<file path="src/inc/irc_pkg.sv">
// Purpose: shared constants and types for the infrared remote codec
// Assumes: 100 MHz clock, timings kept in microseconds
// Notes: receive windows are tolerance bands around nominal figures
package irc_pkg;
    // ==========================================================
    // Clock and derived rates
    localparam int CLK_HZ = 100000000;
    localparam int CLK_NS = 10;
    localparam int US_NS = 1000;
    localparam int US_CYC = US_NS / CLK_NS; // Cycles per microsecond tick
    localparam int CARRIER_HZ = 38000;
    localparam int CAR_CYC = CLK_HZ / CARRIER_HZ; // Carrier period, rounded down
    localparam int CAR_HALF = CAR_CYC / 2;

    // ==========================================================
    // Frame timing in microseconds, and frame bit counts
    localparam int FRAME_US = 25000;
    localparam int RX_TIMEOUT_US = 12000;
    localparam int SONY_START_US = 2400;
    localparam int SONY_UNIT_US = 600;
    localparam int SONY_ONE_US = 1200;
    localparam int SONY_BITS = 12;
    localparam int NEC_BITS = 32;

    // ==========================================================
    // Receive tolerance windows, low and high bounds in microseconds
    localparam int NEC_LEAD_LO = 8000;
    localparam int NEC_LEAD_HI = 10000;
    localparam int NEC_HDR_LO = 3500;
    localparam int NEC_HDR_HI = 5500;
    localparam int NEC_RPT_LO = 1800;
    localparam int NEC_RPT_HI = 2700;
    localparam int NEC_UNIT_LO = 400;
    localparam int NEC_UNIT_HI = 750;
    localparam int NEC_ONE_LO = 1400;
    localparam int NEC_ONE_HI = 1900;
    localparam int SONY_START_LO = 2000;
    localparam int SONY_START_HI = 2800;
    localparam int SONY_UNIT_LO = 400;
    localparam int SONY_UNIT_HI = 800;
    localparam int SONY_ONE_LO = 1000;
    localparam int SONY_ONE_HI = 1400;

    // ==========================================================
    // Types
    typedef struct packed {
        logic [7:0] dev;
        logic [7:0] key;
    } irc_codes_t;

    typedef struct packed {
        logic [4:0] dev;
        logic [6:0] key;
    } irc_tx_req_t;

    typedef enum logic [2:0] {RX_IDLE, RX_HDR, RX_NEC, RX_RPT, RX_SONY} irc_rx_state_t;
    typedef enum logic [1:0] {TX_IDLE, TX_MARK, TX_SPACE, TX_TAIL} irc_tx_state_t;

    // Duration test against a window
    function automatic logic irc_in_win(input logic [15:0] d, input int lo, input int hi);
        irc_in_win = (int'(d) >= lo) && (int'(d) <= hi);
    endfunction
endpackage

</file>
<file path="src/hw/irc_codec.sv">
// Purpose: infrared remote codec, NEC and Sony receive, Sony transmit
// Assumes: ir_rx_n is the active-low demodulated output of a receiver module
// Notes: one microsecond tick drives every mark and space duration; the carrier counts clock cycles; US_CYC shortens the tick
`timescale 1ns/1ps
module irc_codec #(
    parameter int US_CYC = irc_pkg::US_CYC,
    parameter int FRAME_US = irc_pkg::FRAME_US
)(
    // Clock and reset
    input wire logic clk,
    input wire logic arst_n,
    // Receiver module output, low during a mark
    input wire logic ir_rx_n,
    // Decoder control
    input wire logic decoder_shutdown_command,
    input wire logic decoder_start_command,
    output logic rx_running,
    // Decoder report
    output irc_pkg::irc_codes_t rx_codes,
    output logic rx_event,
    // Transmit request and LED drive
    input wire logic infrared_transmit_command,
    input irc_pkg::irc_tx_req_t tx_req,
    output logic tx_busy,
    output logic ir_tx
);
    // ==========================================================
    // Microsecond timebase
    logic [15:0] tick_cnt, next_tick_cnt;
    logic us_tick;

    always_comb
    begin
        us_tick = (tick_cnt == 16'(US_CYC - 1));
        next_tick_cnt = us_tick ? 16'h0 : tick_cnt + 16'h1;
    end

    always_ff @(posedge clk or negedge arst_n)
    begin
        if (!arst_n)
            tick_cnt <= 16'h0;
        else
            tick_cnt <= next_tick_cnt;
    end

    // ==========================================================
    // Receive decoder
    logic rx_s1, rx_s2, rx_d;
    irc_pkg::irc_rx_state_t state, next_state;
    logic [15:0] dur, next_dur;
    logic [31:0] shreg, next_shreg;
    logic [5:0] bitn, next_bitn;
    logic have_nec, next_have_nec;
    logic next_running;
    irc_pkg::irc_codes_t next_rx_codes;
    logic next_rx_event;
    logic mark, mark_end, space_end;
    logic [11:0] sony_word;
    logic nec_bit;

    always_comb
    begin
        next_state = state;
        next_shreg = shreg;
        next_bitn = bitn;
        next_have_nec = have_nec;
        next_rx_codes = rx_codes;
        next_rx_event = 1'h0;
        nec_bit = 1'h0;
        mark = !rx_s2;
        mark_end = !rx_d && !mark;
        space_end = rx_d && mark;
        // Sony sends key LSB first, then device; shift right so it lands in place
        sony_word = {irc_pkg::irc_in_win(dur, irc_pkg::SONY_ONE_LO, irc_pkg::SONY_ONE_HI), shreg[11:1]};
        // Duration of the current mark or space, saturating
        if (mark_end || space_end)
            next_dur = 16'h0;
        else if (us_tick && dur != 16'hFFFF)
            next_dur = dur + 16'h1;
        else
            next_dur = dur;
        // Shutdown beats a simultaneous start
        next_running = rx_running;
        if (decoder_start_command)
            next_running = 1'h1;
        if (decoder_shutdown_command)
            next_running = 1'h0;
        if (!rx_running)
            next_state = irc_pkg::RX_IDLE;
        else if (state != irc_pkg::RX_IDLE && !mark && int'(dur) >= irc_pkg::RX_TIMEOUT_US)
            next_state = irc_pkg::RX_IDLE;
        else if (mark_end)
            case (state)
                irc_pkg::RX_IDLE:
                    if (irc_pkg::irc_in_win(dur, irc_pkg::NEC_LEAD_LO, irc_pkg::NEC_LEAD_HI))
                        next_state = irc_pkg::RX_HDR;
                    else if (irc_pkg::irc_in_win(dur, irc_pkg::SONY_START_LO, irc_pkg::SONY_START_HI))
                    begin
                        next_state = irc_pkg::RX_SONY;
                        next_bitn = 6'h0;
                    end
                irc_pkg::RX_NEC:
                begin
                    next_state = irc_pkg::RX_NEC;
                    if (!irc_pkg::irc_in_win(dur, irc_pkg::NEC_UNIT_LO, irc_pkg::NEC_UNIT_HI))
                        next_state = irc_pkg::RX_IDLE;
                    else if (bitn == 6'(irc_pkg::NEC_BITS))
                    begin
                        next_state = irc_pkg::RX_IDLE;
                        // Key byte must match its complement or the frame is dropped
                        if (shreg[15:8] == ~shreg[7:0])
                        begin
                            next_rx_codes.dev = shreg[31:24];
                            next_rx_codes.key = shreg[15:8];
                            next_rx_event = 1'h1;
                            next_have_nec = 1'h1;
                        end
                    end
                end
                irc_pkg::RX_RPT:
                begin
                    next_state = irc_pkg::RX_IDLE;
                    // Repeat keeps the held key alive; no prior frame, no event
                    if (have_nec && irc_pkg::irc_in_win(dur, irc_pkg::NEC_UNIT_LO, irc_pkg::NEC_UNIT_HI))
                        next_rx_event = 1'h1;
                end
                irc_pkg::RX_SONY:
                    if (irc_pkg::irc_in_win(dur, irc_pkg::SONY_UNIT_LO, irc_pkg::SONY_UNIT_HI)
                        || irc_pkg::irc_in_win(dur, irc_pkg::SONY_ONE_LO, irc_pkg::SONY_ONE_HI))
                    begin
                        next_shreg = {20'h0, sony_word};
                        next_bitn = bitn + 6'h1;
                        if (bitn == 6'(irc_pkg::SONY_BITS - 1))
                        begin
                            next_state = irc_pkg::RX_IDLE;
                            next_rx_codes.dev = {3'h0, sony_word[11:7]};
                            next_rx_codes.key = {1'h0, sony_word[6:0]};
                            next_rx_event = 1'h1;
                        end
                    end
                    else
                        next_state = irc_pkg::RX_IDLE;
                default:
                    next_state = irc_pkg::RX_IDLE;
            endcase
        else if (space_end)
            case (state)
                irc_pkg::RX_HDR:
                    if (irc_pkg::irc_in_win(dur, irc_pkg::NEC_HDR_LO, irc_pkg::NEC_HDR_HI))
                    begin
                        next_state = irc_pkg::RX_NEC;
                        next_bitn = 6'h0;
                    end
                    else if (irc_pkg::irc_in_win(dur, irc_pkg::NEC_RPT_LO, irc_pkg::NEC_RPT_HI))
                        next_state = irc_pkg::RX_RPT;
                    else
                        next_state = irc_pkg::RX_IDLE;
                irc_pkg::RX_NEC:
                begin
                    nec_bit = irc_pkg::irc_in_win(dur, irc_pkg::NEC_ONE_LO, irc_pkg::NEC_ONE_HI);
                    if (bitn == 6'(irc_pkg::NEC_BITS)
                        || !(nec_bit || irc_pkg::irc_in_win(dur, irc_pkg::NEC_UNIT_LO, irc_pkg::NEC_UNIT_HI)))
                        next_state = irc_pkg::RX_IDLE;
                    else
                    begin
                        // Shift left: first bit on air ends up as the byte MSB
                        next_shreg = {shreg[30:0], nec_bit};
                        next_bitn = bitn + 6'h1;
                    end
                end
                irc_pkg::RX_SONY:
                    if (!irc_pkg::irc_in_win(dur, irc_pkg::SONY_UNIT_LO, irc_pkg::SONY_UNIT_HI))
                        next_state = irc_pkg::RX_IDLE;
                irc_pkg::RX_IDLE:
                    next_state = irc_pkg::RX_IDLE;
                default:
                    next_state = irc_pkg::RX_IDLE;
            endcase
    end

    // Receive registers; the pin passes two flops before any logic sees it
    always_ff @(posedge clk or negedge arst_n)
    begin
        if (!arst_n)
        begin
            rx_s1 <= 1'h1;
            rx_s2 <= 1'h1;
            rx_d <= 1'h1;
            state <= irc_pkg::RX_IDLE;
            dur <= 16'h0;
            shreg <= 32'h0;
            bitn <= 6'h0;
            have_nec <= 1'h0;
            rx_running <= 1'h1;
            rx_codes <= '0;
            rx_event <= 1'h0;
        end
        else
        begin
            rx_s1 <= ir_rx_n;
            rx_s2 <= rx_s1;
            rx_d <= rx_s2;
            state <= next_state;
            dur <= next_dur;
            shreg <= next_shreg;
            bitn <= next_bitn;
            have_nec <= next_have_nec;
            rx_running <= next_running;
            rx_codes <= next_rx_codes;
            rx_event <= next_rx_event;
        end
    end

    // ==========================================================
    // Transmitter
    irc_sony_tx #(
        .FRAME_US(FRAME_US)
    ) u_tx (
        .clk(clk),
        .arst_n(arst_n),
        .us_tick(us_tick),
        .infrared_transmit_command(infrared_transmit_command),
        .tx_req(tx_req),
        .tx_busy(tx_busy),
        .ir_tx(ir_tx)
    );

    // ==========================================================
    // Checks
    a_rx_closed_quiet: assert property (@(posedge clk) disable iff (!arst_n)
        (!rx_running && !decoder_start_command) |=> !rx_event && $stable(rx_codes))
        else $error("event while decoder shut down");
    a_rx_codes_event: assert property (@(posedge clk) disable iff (!arst_n)
        !$stable(rx_codes) |-> rx_event) else $error("codes changed without event");
    a_rx_timeout_drop: assert property (@(posedge clk) disable iff (!arst_n)
        (state != irc_pkg::RX_IDLE && !mark && dur == 16'(irc_pkg::RX_TIMEOUT_US)) |=> state == irc_pkg::RX_IDLE)
        else $error("stalled frame not dropped");
    a_rx_event_pulse: assert property (@(posedge clk) disable iff (!arst_n)
        rx_event |=> !rx_event [*4]) else $error("event longer than one cycle");
endmodule // irc_codec

</file>
<file path="src/hw/irc_sony_tx.sv">
// Purpose: Sony 12-bit frame transmitter with 38 kHz carrier
// Assumes: us_tick is a one-cycle pulse every microsecond
// Notes: busy covers the whole fixed frame period, not just the marks
`timescale 1ns/1ps
module irc_sony_tx #(
    parameter int FRAME_US = irc_pkg::FRAME_US
)(
    // Clock and reset
    input wire logic clk,
    input wire logic arst_n,
    // Timebase
    input wire logic us_tick,
    // Request
    input wire logic infrared_transmit_command,
    input irc_pkg::irc_tx_req_t tx_req,
    output logic tx_busy,
    // LED drive
    output logic ir_tx
);
    irc_pkg::irc_tx_state_t state, next_state;
    logic [15:0] seg_us, next_seg_us;
    logic [15:0] frame_us, next_frame_us;
    logic [11:0] bits, next_bits;
    logic [3:0] bitn, next_bitn;
    logic start, next_start;
    logic [11:0] car, next_car;
    logic next_ir_tx;
    logic [15:0] seg_len;
    logic seg_end;

    // ==========================================================
    // Sequencer
    always_comb
    begin
        next_state = state;
        next_seg_us = seg_us;
        next_frame_us = frame_us;
        next_bits = bits;
        next_bitn = bitn;
        next_start = start;
        if (state == irc_pkg::TX_MARK)
            seg_len = start ? 16'(irc_pkg::SONY_START_US)
                : (bits[0] ? 16'(irc_pkg::SONY_ONE_US) : 16'(irc_pkg::SONY_UNIT_US));
        else
            seg_len = 16'(irc_pkg::SONY_UNIT_US);
        seg_end = us_tick && (seg_us == seg_len - 16'h1);
        if (us_tick)
        begin
            next_seg_us = seg_end ? 16'h0 : seg_us + 16'h1;
            next_frame_us = frame_us + 16'h1;
        end
        case (state)
            irc_pkg::TX_IDLE:
                if (infrared_transmit_command)
                begin
                    next_state = irc_pkg::TX_MARK;
                    next_start = 1'h1;
                    next_bits = {tx_req.dev, tx_req.key}; // Key LSB goes out first
                    next_bitn = 4'h0;
                    next_seg_us = 16'h0;
                    next_frame_us = 16'h0;
                end
            irc_pkg::TX_MARK:
                if (seg_end)
                begin
                    next_start = 1'h0;
                    next_state = irc_pkg::TX_SPACE;
                    if (!start)
                    begin
                        next_bits = {1'h0, bits[11:1]};
                        next_bitn = bitn + 4'h1;
                        if (bitn == 4'(irc_pkg::SONY_BITS - 1))
                            next_state = irc_pkg::TX_TAIL;
                    end
                end
            irc_pkg::TX_SPACE:
                if (seg_end)
                    next_state = irc_pkg::TX_MARK;
            irc_pkg::TX_TAIL:
                // Hold busy until the fixed frame period has run out
                if (us_tick && frame_us >= 16'(FRAME_US - 1))
                    next_state = irc_pkg::TX_IDLE;
            default:
                next_state = irc_pkg::TX_IDLE;
        endcase
        // Carrier runs only inside marks; idle level is low
        next_car = (next_state != irc_pkg::TX_MARK || car == 12'(irc_pkg::CAR_CYC - 1)) ? 12'h0 : car + 12'h1;
        next_ir_tx = (next_state == irc_pkg::TX_MARK) && (next_car < 12'(irc_pkg::CAR_HALF));
    end

    always_ff @(posedge clk or negedge arst_n)
    begin
        if (!arst_n)
        begin
            state <= irc_pkg::TX_IDLE;
            seg_us <= 16'h0;
            frame_us <= 16'h0;
            bits <= 12'h0;
            bitn <= 4'h0;
            start <= 1'h0;
            car <= 12'h0;
            ir_tx <= 1'h0;
        end
        else
        begin
            state <= next_state;
            seg_us <= next_seg_us;
            frame_us <= next_frame_us;
            bits <= next_bits;
            bitn <= next_bitn;
            start <= next_start;
            car <= next_car;
            ir_tx <= next_ir_tx;
        end
    end

    assign tx_busy = (state != irc_pkg::TX_IDLE);

    // ==========================================================
    // Checks
    a_tx_idle_low: assert property (@(posedge clk) disable iff (!arst_n)
        ir_tx |-> state == irc_pkg::TX_MARK) else $error("LED lit outside a mark");
    a_tx_req_taken: assert property (@(posedge clk) disable iff (!arst_n)
        (infrared_transmit_command && !tx_busy) |=> tx_busy ##1 tx_busy) else $error("send request not taken");
    a_tx_twelve_bits: assert property (@(posedge clk) disable iff (!arst_n)
        $fell(tx_busy) |-> $past(bitn) == 4'hC) else $error("frame ended without twelve bits");
    a_tx_frame_len: assert property (@(posedge clk) disable iff (!arst_n)
        $fell(tx_busy) |-> $past(frame_us) >= 16'(FRAME_US - 1)) else $error("busy dropped early");
    a_tx_carrier_half: assert property (@(posedge clk) disable iff (!arst_n)
        $rose(ir_tx) |-> ir_tx [*8]) else $error("carrier high phase too short");
endmodule // irc_sony_tx

</file>
<file path="config.mk">
export PLATFORM = sky130hd
export DESIGN_NAME = irc_codec
export DESIGN_NICKNAME = d
export VERILOG_FILES = /design/src/inc/irc_pkg.sv /design/src/hw/irc_codec.sv /design/src/hw/irc_sony_tx.sv
export SDC_FILE = /design/constraint.sdc
export NUM_CORES = 1
export LEC_CHECK = 0
export CELL_PAD_IN_SITES_DETAIL_PLACEMENT = 1
export CELL_PAD_IN_SITES_GLOBAL_PLACEMENT = 1
export CORE_MARGIN = 10
export CORE_UTILIZATION = 45
export DETAILED_ROUTE_END_ITERATION = 12
export DONT_BUFFER_PORTS = 1
export MAX_ROUTING_LAYER = met4
export PLACE_DENSITY = 0.8
export SYNTH_ARGS = -nofsm -noshare
export SYNTH_HDL_FRONTEND = slang
export SYNTH_SLANG_ARGS = --single-unit
</file>
<file path="constraint.sdc">
create_clock -name clk -period 7.7 [get_ports clk]
set_clock_uncertainty 0.2 [all_clocks]
set_input_delay 1.155 -clock clk [delete_from_list [all_inputs] [get_ports clk]]
set_output_delay 1.155 -clock clk [all_outputs]
set_load 0.02 [all_outputs]
</file>
Word-level counts from Yosys, hierarchy flattened
Index checks and enable logic that the tools add are counted.
{ "totals": {"register_bits": 159, "latchBits": 0, "ram_bits": 0, "romBits": 0, "inputBits": 18, "n_memories": 0} }
{ "classes": {"addsub": 8, "multipliers": 0, "n_div": 0, "order_cmp": 18, "eq_ne": 39, "shifts": 0, "n_mux": 81, "bitwise_logic": 2, "reduce_logical": 43} }
{ "op_table": {"columns": ["operator", "count"], "rows": [
  ["$mux W16", 17],
  ["$mux W32", 6],
  ["$add A16 B1 Y16 const B", 4],
  ["$ge A16 B11 Y1 const B", 3],
  ["$mux W12", 4],
  ["$mux W6", 7],
  ["$le A16 B10 Y1 const B", 2],
  ["$le A16 B11 Y1 const B", 2],
  ["$le A16 B12 Y1 const B", 2],
  ["$pmux W16 S2", 1],
  ["$mux W3", 10],
  ["$pmux W12 S2", 1],
  ["$pmux W6 S2", 2],
  ["$mux W2", 9],
  ["$pmux W3 S3", 2],
  ["$logic_and A1 B1 Y1", 17],
  ["$eq A16 B16 Y1", 1],
  ["$eq A16 B7 Y1 const B", 1],
  ["$ge A16 B10 Y1 const B", 1],
  ["$ge A16 B12 Y1 const B", 1],
  ["$ge A16 B13 Y1 const B", 1],
  ["$ge A16 B14 Y1 const B", 1],
  ["$ge A16 B15 Y1 const B", 1],
  ["$ge A16 B9 Y1 const B", 1],
  ["other kinds (46)", 94]
]} }

Depth between registers and ports, before layout
{ "logic_depth": {"word_depth": 13, "depth_mapped": 16, "mapped_depth_nobuf": 11} }

Modules after synthesis
From an unflattened synthesis, not the netlist that was laid out.
{ "unflattened": {"cells_unflattened": 953, "hier_area_um2": 8663.3} }
{ "by_module_without_submodules": {"columns": ["module", "n_inst", "cells_each", "area_each_um2", "seq_area_each_um2"], "rows": [
  ["irc_codec", 1, 573, 5185.0, 2382.3],
  ["irc_sony_tx", 1, 380, 3478.3, 1601.5]
]} }

Least setup slack after synthesis
OpenSTA, ideal clock, no wires.
{ "synth_timing": {"path_type": "reg2reg", "start": "register u_tx.state[0]", "end": "register u_tx.bits[10]", "arrival_ns": 3.518, "setup_slack_ns": 3.841, "path_stages_with_launch": 15, "path_buffers": 5, "synth_period_minus_slack_ns": 3.859, "cell_sequence": "dfrtp_1 -> buf_2 -> nor2b_1 -> clkbuf_1 -> clkbuf_1 -> o21ai_0 -> ha_1 -> xor2_1 -> nor4_1 -> o2111ai_1 -> or4_1 -> clkbuf_1 -> a21oi_1 -> clkbuf_1 -> a31oi_1"} }
{ "synth_between": {"elab_chain_len": 7, "elab_cells_between_ends": 12, "cone_classes": "add/sub (1); eq/ne (5); mux (2); reduce/logical (4)"} }
{ "synth_lines": {"columns": ["item", "line", "rtl"], "rows": [
  ["from (decl)", "irc_sony_tx.sv:20", "irc_pkg::irc_tx_state_t state, next_state;"],
  ["from (signal assigned)", "irc_sony_tx.sv:95", "state <= irc_pkg::TX_IDLE;"],
  ["from (signal assigned)", "irc_sony_tx.sv:106", "state <= next_state;"],
  ["$eq A2 B1 Y1", "irc_sony_tx.sv:41, irc_sony_tx.sv:52", null],
  ["$mux W16", "irc_sony_tx.sv:41", "if (state == irc_pkg::TX_MARK)"],
  ["$sub A16 B1 Y16", "irc_sony_tx.sv:46", "seg_end = us_tick && (seg_us == seg_len - 16'h1);"],
  ["$eq A16 B16 Y1", "irc_sony_tx.sv:46", null],
  ["$logic_and A1 B1 Y1", "irc_sony_tx.sv:46", null],
  ["$ne A2 B1 Y1 (no source line)", null, null],
  ["$reduce_and A4 Y1 (no source line)", null, null],
  ["to (signal assigned)", "irc_sony_tx.sv:109", "bits <= next_bits;"],
  ["to (decl)", "irc_sony_tx.sv:23", "logic [11:0] bits, next_bits;"]
]} }
Parallel ways exist; a longest one is shown, timed or not.
A chain may end at the register's enable or synchronous reset.

Worst setup path after layout
{ "layout_timing": {"start": "register u_tx.state[0]", "end": "register u_tx.bitn[2]"} }
{ "layout_between": {"elab_chain_len": 7, "elab_cells_between_ends": 12, "cone_classes": "add/sub (1); eq/ne (5); mux (2); reduce/logical (4)"} }
{ "layout_lines": {"columns": ["item", "line", "rtl"], "rows": [
  ["$eq A2 B1 Y1", "irc_sony_tx.sv:41, irc_sony_tx.sv:52", null],
  ["$mux W16", "irc_sony_tx.sv:41", null],
  ["$sub A16 B1 Y16", "irc_sony_tx.sv:46", null],
  ["$eq A16 B16 Y1", "irc_sony_tx.sv:46", null],
  ["$logic_and A1 B1 Y1", "irc_sony_tx.sv:46", null],
  ["$ne A2 B1 Y1 (no source line)", null, null],
  ["$reduce_and A4 Y1 (no source line)", null, null],
  ["to (signal assigned)", "irc_sony_tx.sv:110", "bitn <= next_bitn;"],
  ["to (decl)", "irc_sony_tx.sv:24", "logic [3:0] bitn, next_bitn;"]
]} }
Parallel ways exist; a longest one is shown, timed or not.

==> metrics.cfg <==
[placement]
placed_area_um2=8860
placedCellCount=1131
portBuffers=0
gp_congestion=0.861
dp_hpwl_mm=13.5

[power_and_ir_drop]
clock_power_share=0.494
p_leak_nw=4.27
share_comb_of_total_power=0.011
power_density_nw_per_um2=180
switching_power_w=0.000420
irDropWorstVdd_uv=169
pwr-share-seq=0.494
intPower_w=0.00128
swShare=0.247

[floorplanning]
io_pins=38
start_util=0.462
num_rows=50
fp.dieArea_um2=25300
die_w_um=159
design.core.area_um2=18800
die_y_um=159

[sta]
slew_headroom=0.234
finalHoldViolCount=0
finalMaxSlewViolations=0
finalSetupViolations=0
rsz0062_at_grt=no
worst_pin_slew_ns=1.15
holdWs_ns=0.187
totalNegativeSetupSlack_ns=0
fin_crit_sh=0.634
fmax_mhz=205
min_period_ns=4.88

[worst_setup_path]
cpPeakStageDelay_ns=0.94
endpoint_kind=flop
arrival_ns=5.01
path_class=flop to flop
crit_buf_inv=0
path_cells=nor2b_1 -> o21ai_0 -> ha_1 -> xor2_1 -> nor4_1 -> o2111ai_1 -> or4_1 -> a21oi_2 -> a21oi_1 -> a31o_2
crit_family=simple AND/OR/NAND/NOR gates
rr_startpoint=u_tx.state[0]$_DFF_PN0_
cp-start-kind=flop
crit_slowest_cell=nor2b_1
critPathLaunch=u_tx.state[0]$_DFF_PN0_
required_ns=7.82
crit_fanout=27

[status]
outcome=completed

[synthesis]
synth_edf_count=0
synth_ff_type=dfrtp_1
synth_nets=946
yosysWarnings=0
synth-seq-cells=159
synthCells=914
yosysSeqAreaShare=0.458
synth_cell_types=64
postSynthAreaPerCell_um2=9.51
async_reset_ff_frac=1.00
syn-cell-area_um2=8690

[drt]
first_pass_iters=4
routed_wl_mm=20.3
drtIter0Drc=331
ant_nets=0
viasPerCell=5.75
drcViolationCount=0
vias=6688
wire_per_inst_um=17.5

[finish]
drive_gt1_frac=0.0963
design_area_um2=9450
multi_input_area_um2=4430
area_delta_synth_final_pct=8.72
fillers=2095
regArea_um2=3980
nNetsFinal=922
diodes=0
finalNonFillerCells=1163

[global_routing]
grt_max_degree=160
grt_pass1_vias=6996
grt_usage=0.169
grt_pass1_wl_mm=35.5
grt.overflow.total=0
grt_antenna_before_repair=0

[clock_network]
post_cts_resized=0
cts_tree=built
clock-sinks=159
path_clk_slew_ns=0.07
clockBufferDepth=2
post_cts_buffers=0
htree_levels=4
cts-root-buf=clkbuf_16
cts_hold_buf=0
cts_buffers=17
insertion_delay_ns=0.44

[hold_path]
hp-class=flop to flop
hold_path_startpoint=rx_s2$_DFF_PN1_

[job]
drv_cap=0

## cell usage in the layout (no fill, tap or decap), drive strengths merged, types with 5 or more instances in the layout
master  netlist  final
dfrtp       155    155
nand2       126    126
nor2         79     79
xor2         38     38
mux2         38     38
xnor2        36     36
inv          26     34
nand3        32     32
o21ai        28     28
a21oi        27     27
nand4        26     26
and3         21     21
and2         21     21
a22o         20     20
nor3         17     17
clkbuf       38     17
nor4         16     16
a31oi        15     15
or3          15     15
ha           14     14
nor2b        10     10
mux2i        10     10
and4          7      7
nor3b         7      7
o31ai         7      7
a21o          6      6
a211oi        5      5
clkinv        0      5
## cell usage after synthesis, types with 3 or more instances
master | n | area [um2]
dfrtp_1 | 155 | 3880
nand2_1 | 126 | 473
nor2_1 | 79 | 297
clkbuf_1 | 38 | 143
xor2_1 | 38 | 333
xnor2_1 | 36 | 315
nand3_1 | 32 | 160
mux2_2 | 28 | 315
o21ai_0 | 27 | 135
inv_1 | 26 | 97.6
nand4_1 | 26 | 163
a21oi_1 | 25 | 125
and3_1 | 21 | 131
a22o_1 | 20 | 175
and2_1 | 20 | 125
nor3_1 | 17 | 85.1
nor4_1 | 16 | 100
a31oi_1 | 15 | 93.8
ha_1 | 14 | 175
or3_1 | 14 | 87.6
mux2_4 | 10 | 150
mux2i_1 | 10 | 100
nor2b_1 | 10 | 62.6
and4_1 | 7 | 61.3
nor3b_1 | 7 | 52.6
o31ai_1 | 7 | 52.6
a21o_1 | 6 | 45.0
a211oi_1 | 5 | 37.5
dfstp_2 | 4 | 105
nor4bb_1 | 4 | 40.0
o211ai_1 | 4 | 30.0
o22ai_1 | 4 | 25.0
or4_1 | 4 | 30.0
a211o_1 | 3 | 26.3
a32o_1 | 3 | 30.0
and4b_1 | 3 | 30.0
buf_1 | 3 | 11.3
buf_2 | 3 | 15.0
nand2b_1 | 3 | 18.8
nor4b_1 | 3 | 26.3
o2111ai_1 | 3 | 26.3
o41a_1 | 3 | 33.8
or3b_2 | 3 | 26.3
## final timing paths
path                       cells past startpoint  slack, ns                       end
max                                           10       2.82  u_tx.bitn[2]$_DFFE_PN0P_
min                                            0       0.19            rx_d$_DFF_PN1_
max reg2reg                                   10       2.82  u_tx.bitn[2]$_DFFE_PN0P_
min reg2reg                                    0       0.19            rx_d$_DFF_PN1_
max in group asynchronous                      0       6.73           rx_s1$_DFF_PN1_
min in group asynchronous                      0       0.21        dur[4]$_DFFE_PN0P_
## stage by stage
step	utilization	total power, W	setup slack [ns]
after global routing	0.502	0.00177	2.32
after global placement	0.470	0.000875	2.96
after floorplan	-	0.000869	3.84
final	0.502	0.00170	2.82
after CTS	0.502	0.00172	2.77
after detailed placement	0.470	0.000875	2.81
## flip-flops by register name (all words and copies together) (netlist names), 2 cells and up
register / cells
bitn: 6
dur: 16
rx_codes: 16
shreg: 32
state: 3
tick_cnt: 16
u_tx.bitn: 4
u_tx.bits: 12
u_tx.car: 12
u_tx.frame_us: 16
u_tx.seg_us: 16
u_tx.state: 2
## final cells by class
cell class                 count  area share
timing repair buffer           3     0.00238
multi-input combinational    683       0.468
inverter                      26      0.0103
sequential                   159       0.422
clock buffer                  17      0.0450
clock inverter                15      0.0179
tap                          260      0.0344
## cells by family after synthesis
family / Yosys count / share of synthesized area
adder cells (fa/ha/maj): 14 / 0.0202
buffers and inverters: 72 / 0.0328
AO/OA/AOI/OAI: 143 / 0.114
flip-flops: 159 / 0.458
XOR/XNOR: 74 / 0.0746
multiplexers: 48 / 0.0651
AND/OR/NAND/NOR: 404 / 0.235
## power groups by stage
stage | clock (W) | combinational, W | sequential [W]
CTS | 0.000863 | 0.0000196 | 0.000840
finish | 0.000840 | 0.0000192 | 0.000840
floorplan | 0 | 0.0000141 | 0.000855
global placement | 0 | 0.0000192 | 0.000856
detailed placement | 0 | 0.0000194 | 0.000856
global route | 0.000904 | 0.0000215 | 0.000840
## routing by layer
metal,routed length [um],up-vias,track usage,part of all wire
met5,0,-,-,0
met4,252,0,0.0501,0.012
met3,534,16,0.0328,0.026
met2,10000,77,0.274,0.49
met1,9520,3387,0.210,0.47
li1,-,3208,-,-
No activity file was read; power rests on OpenSTA's default activity.
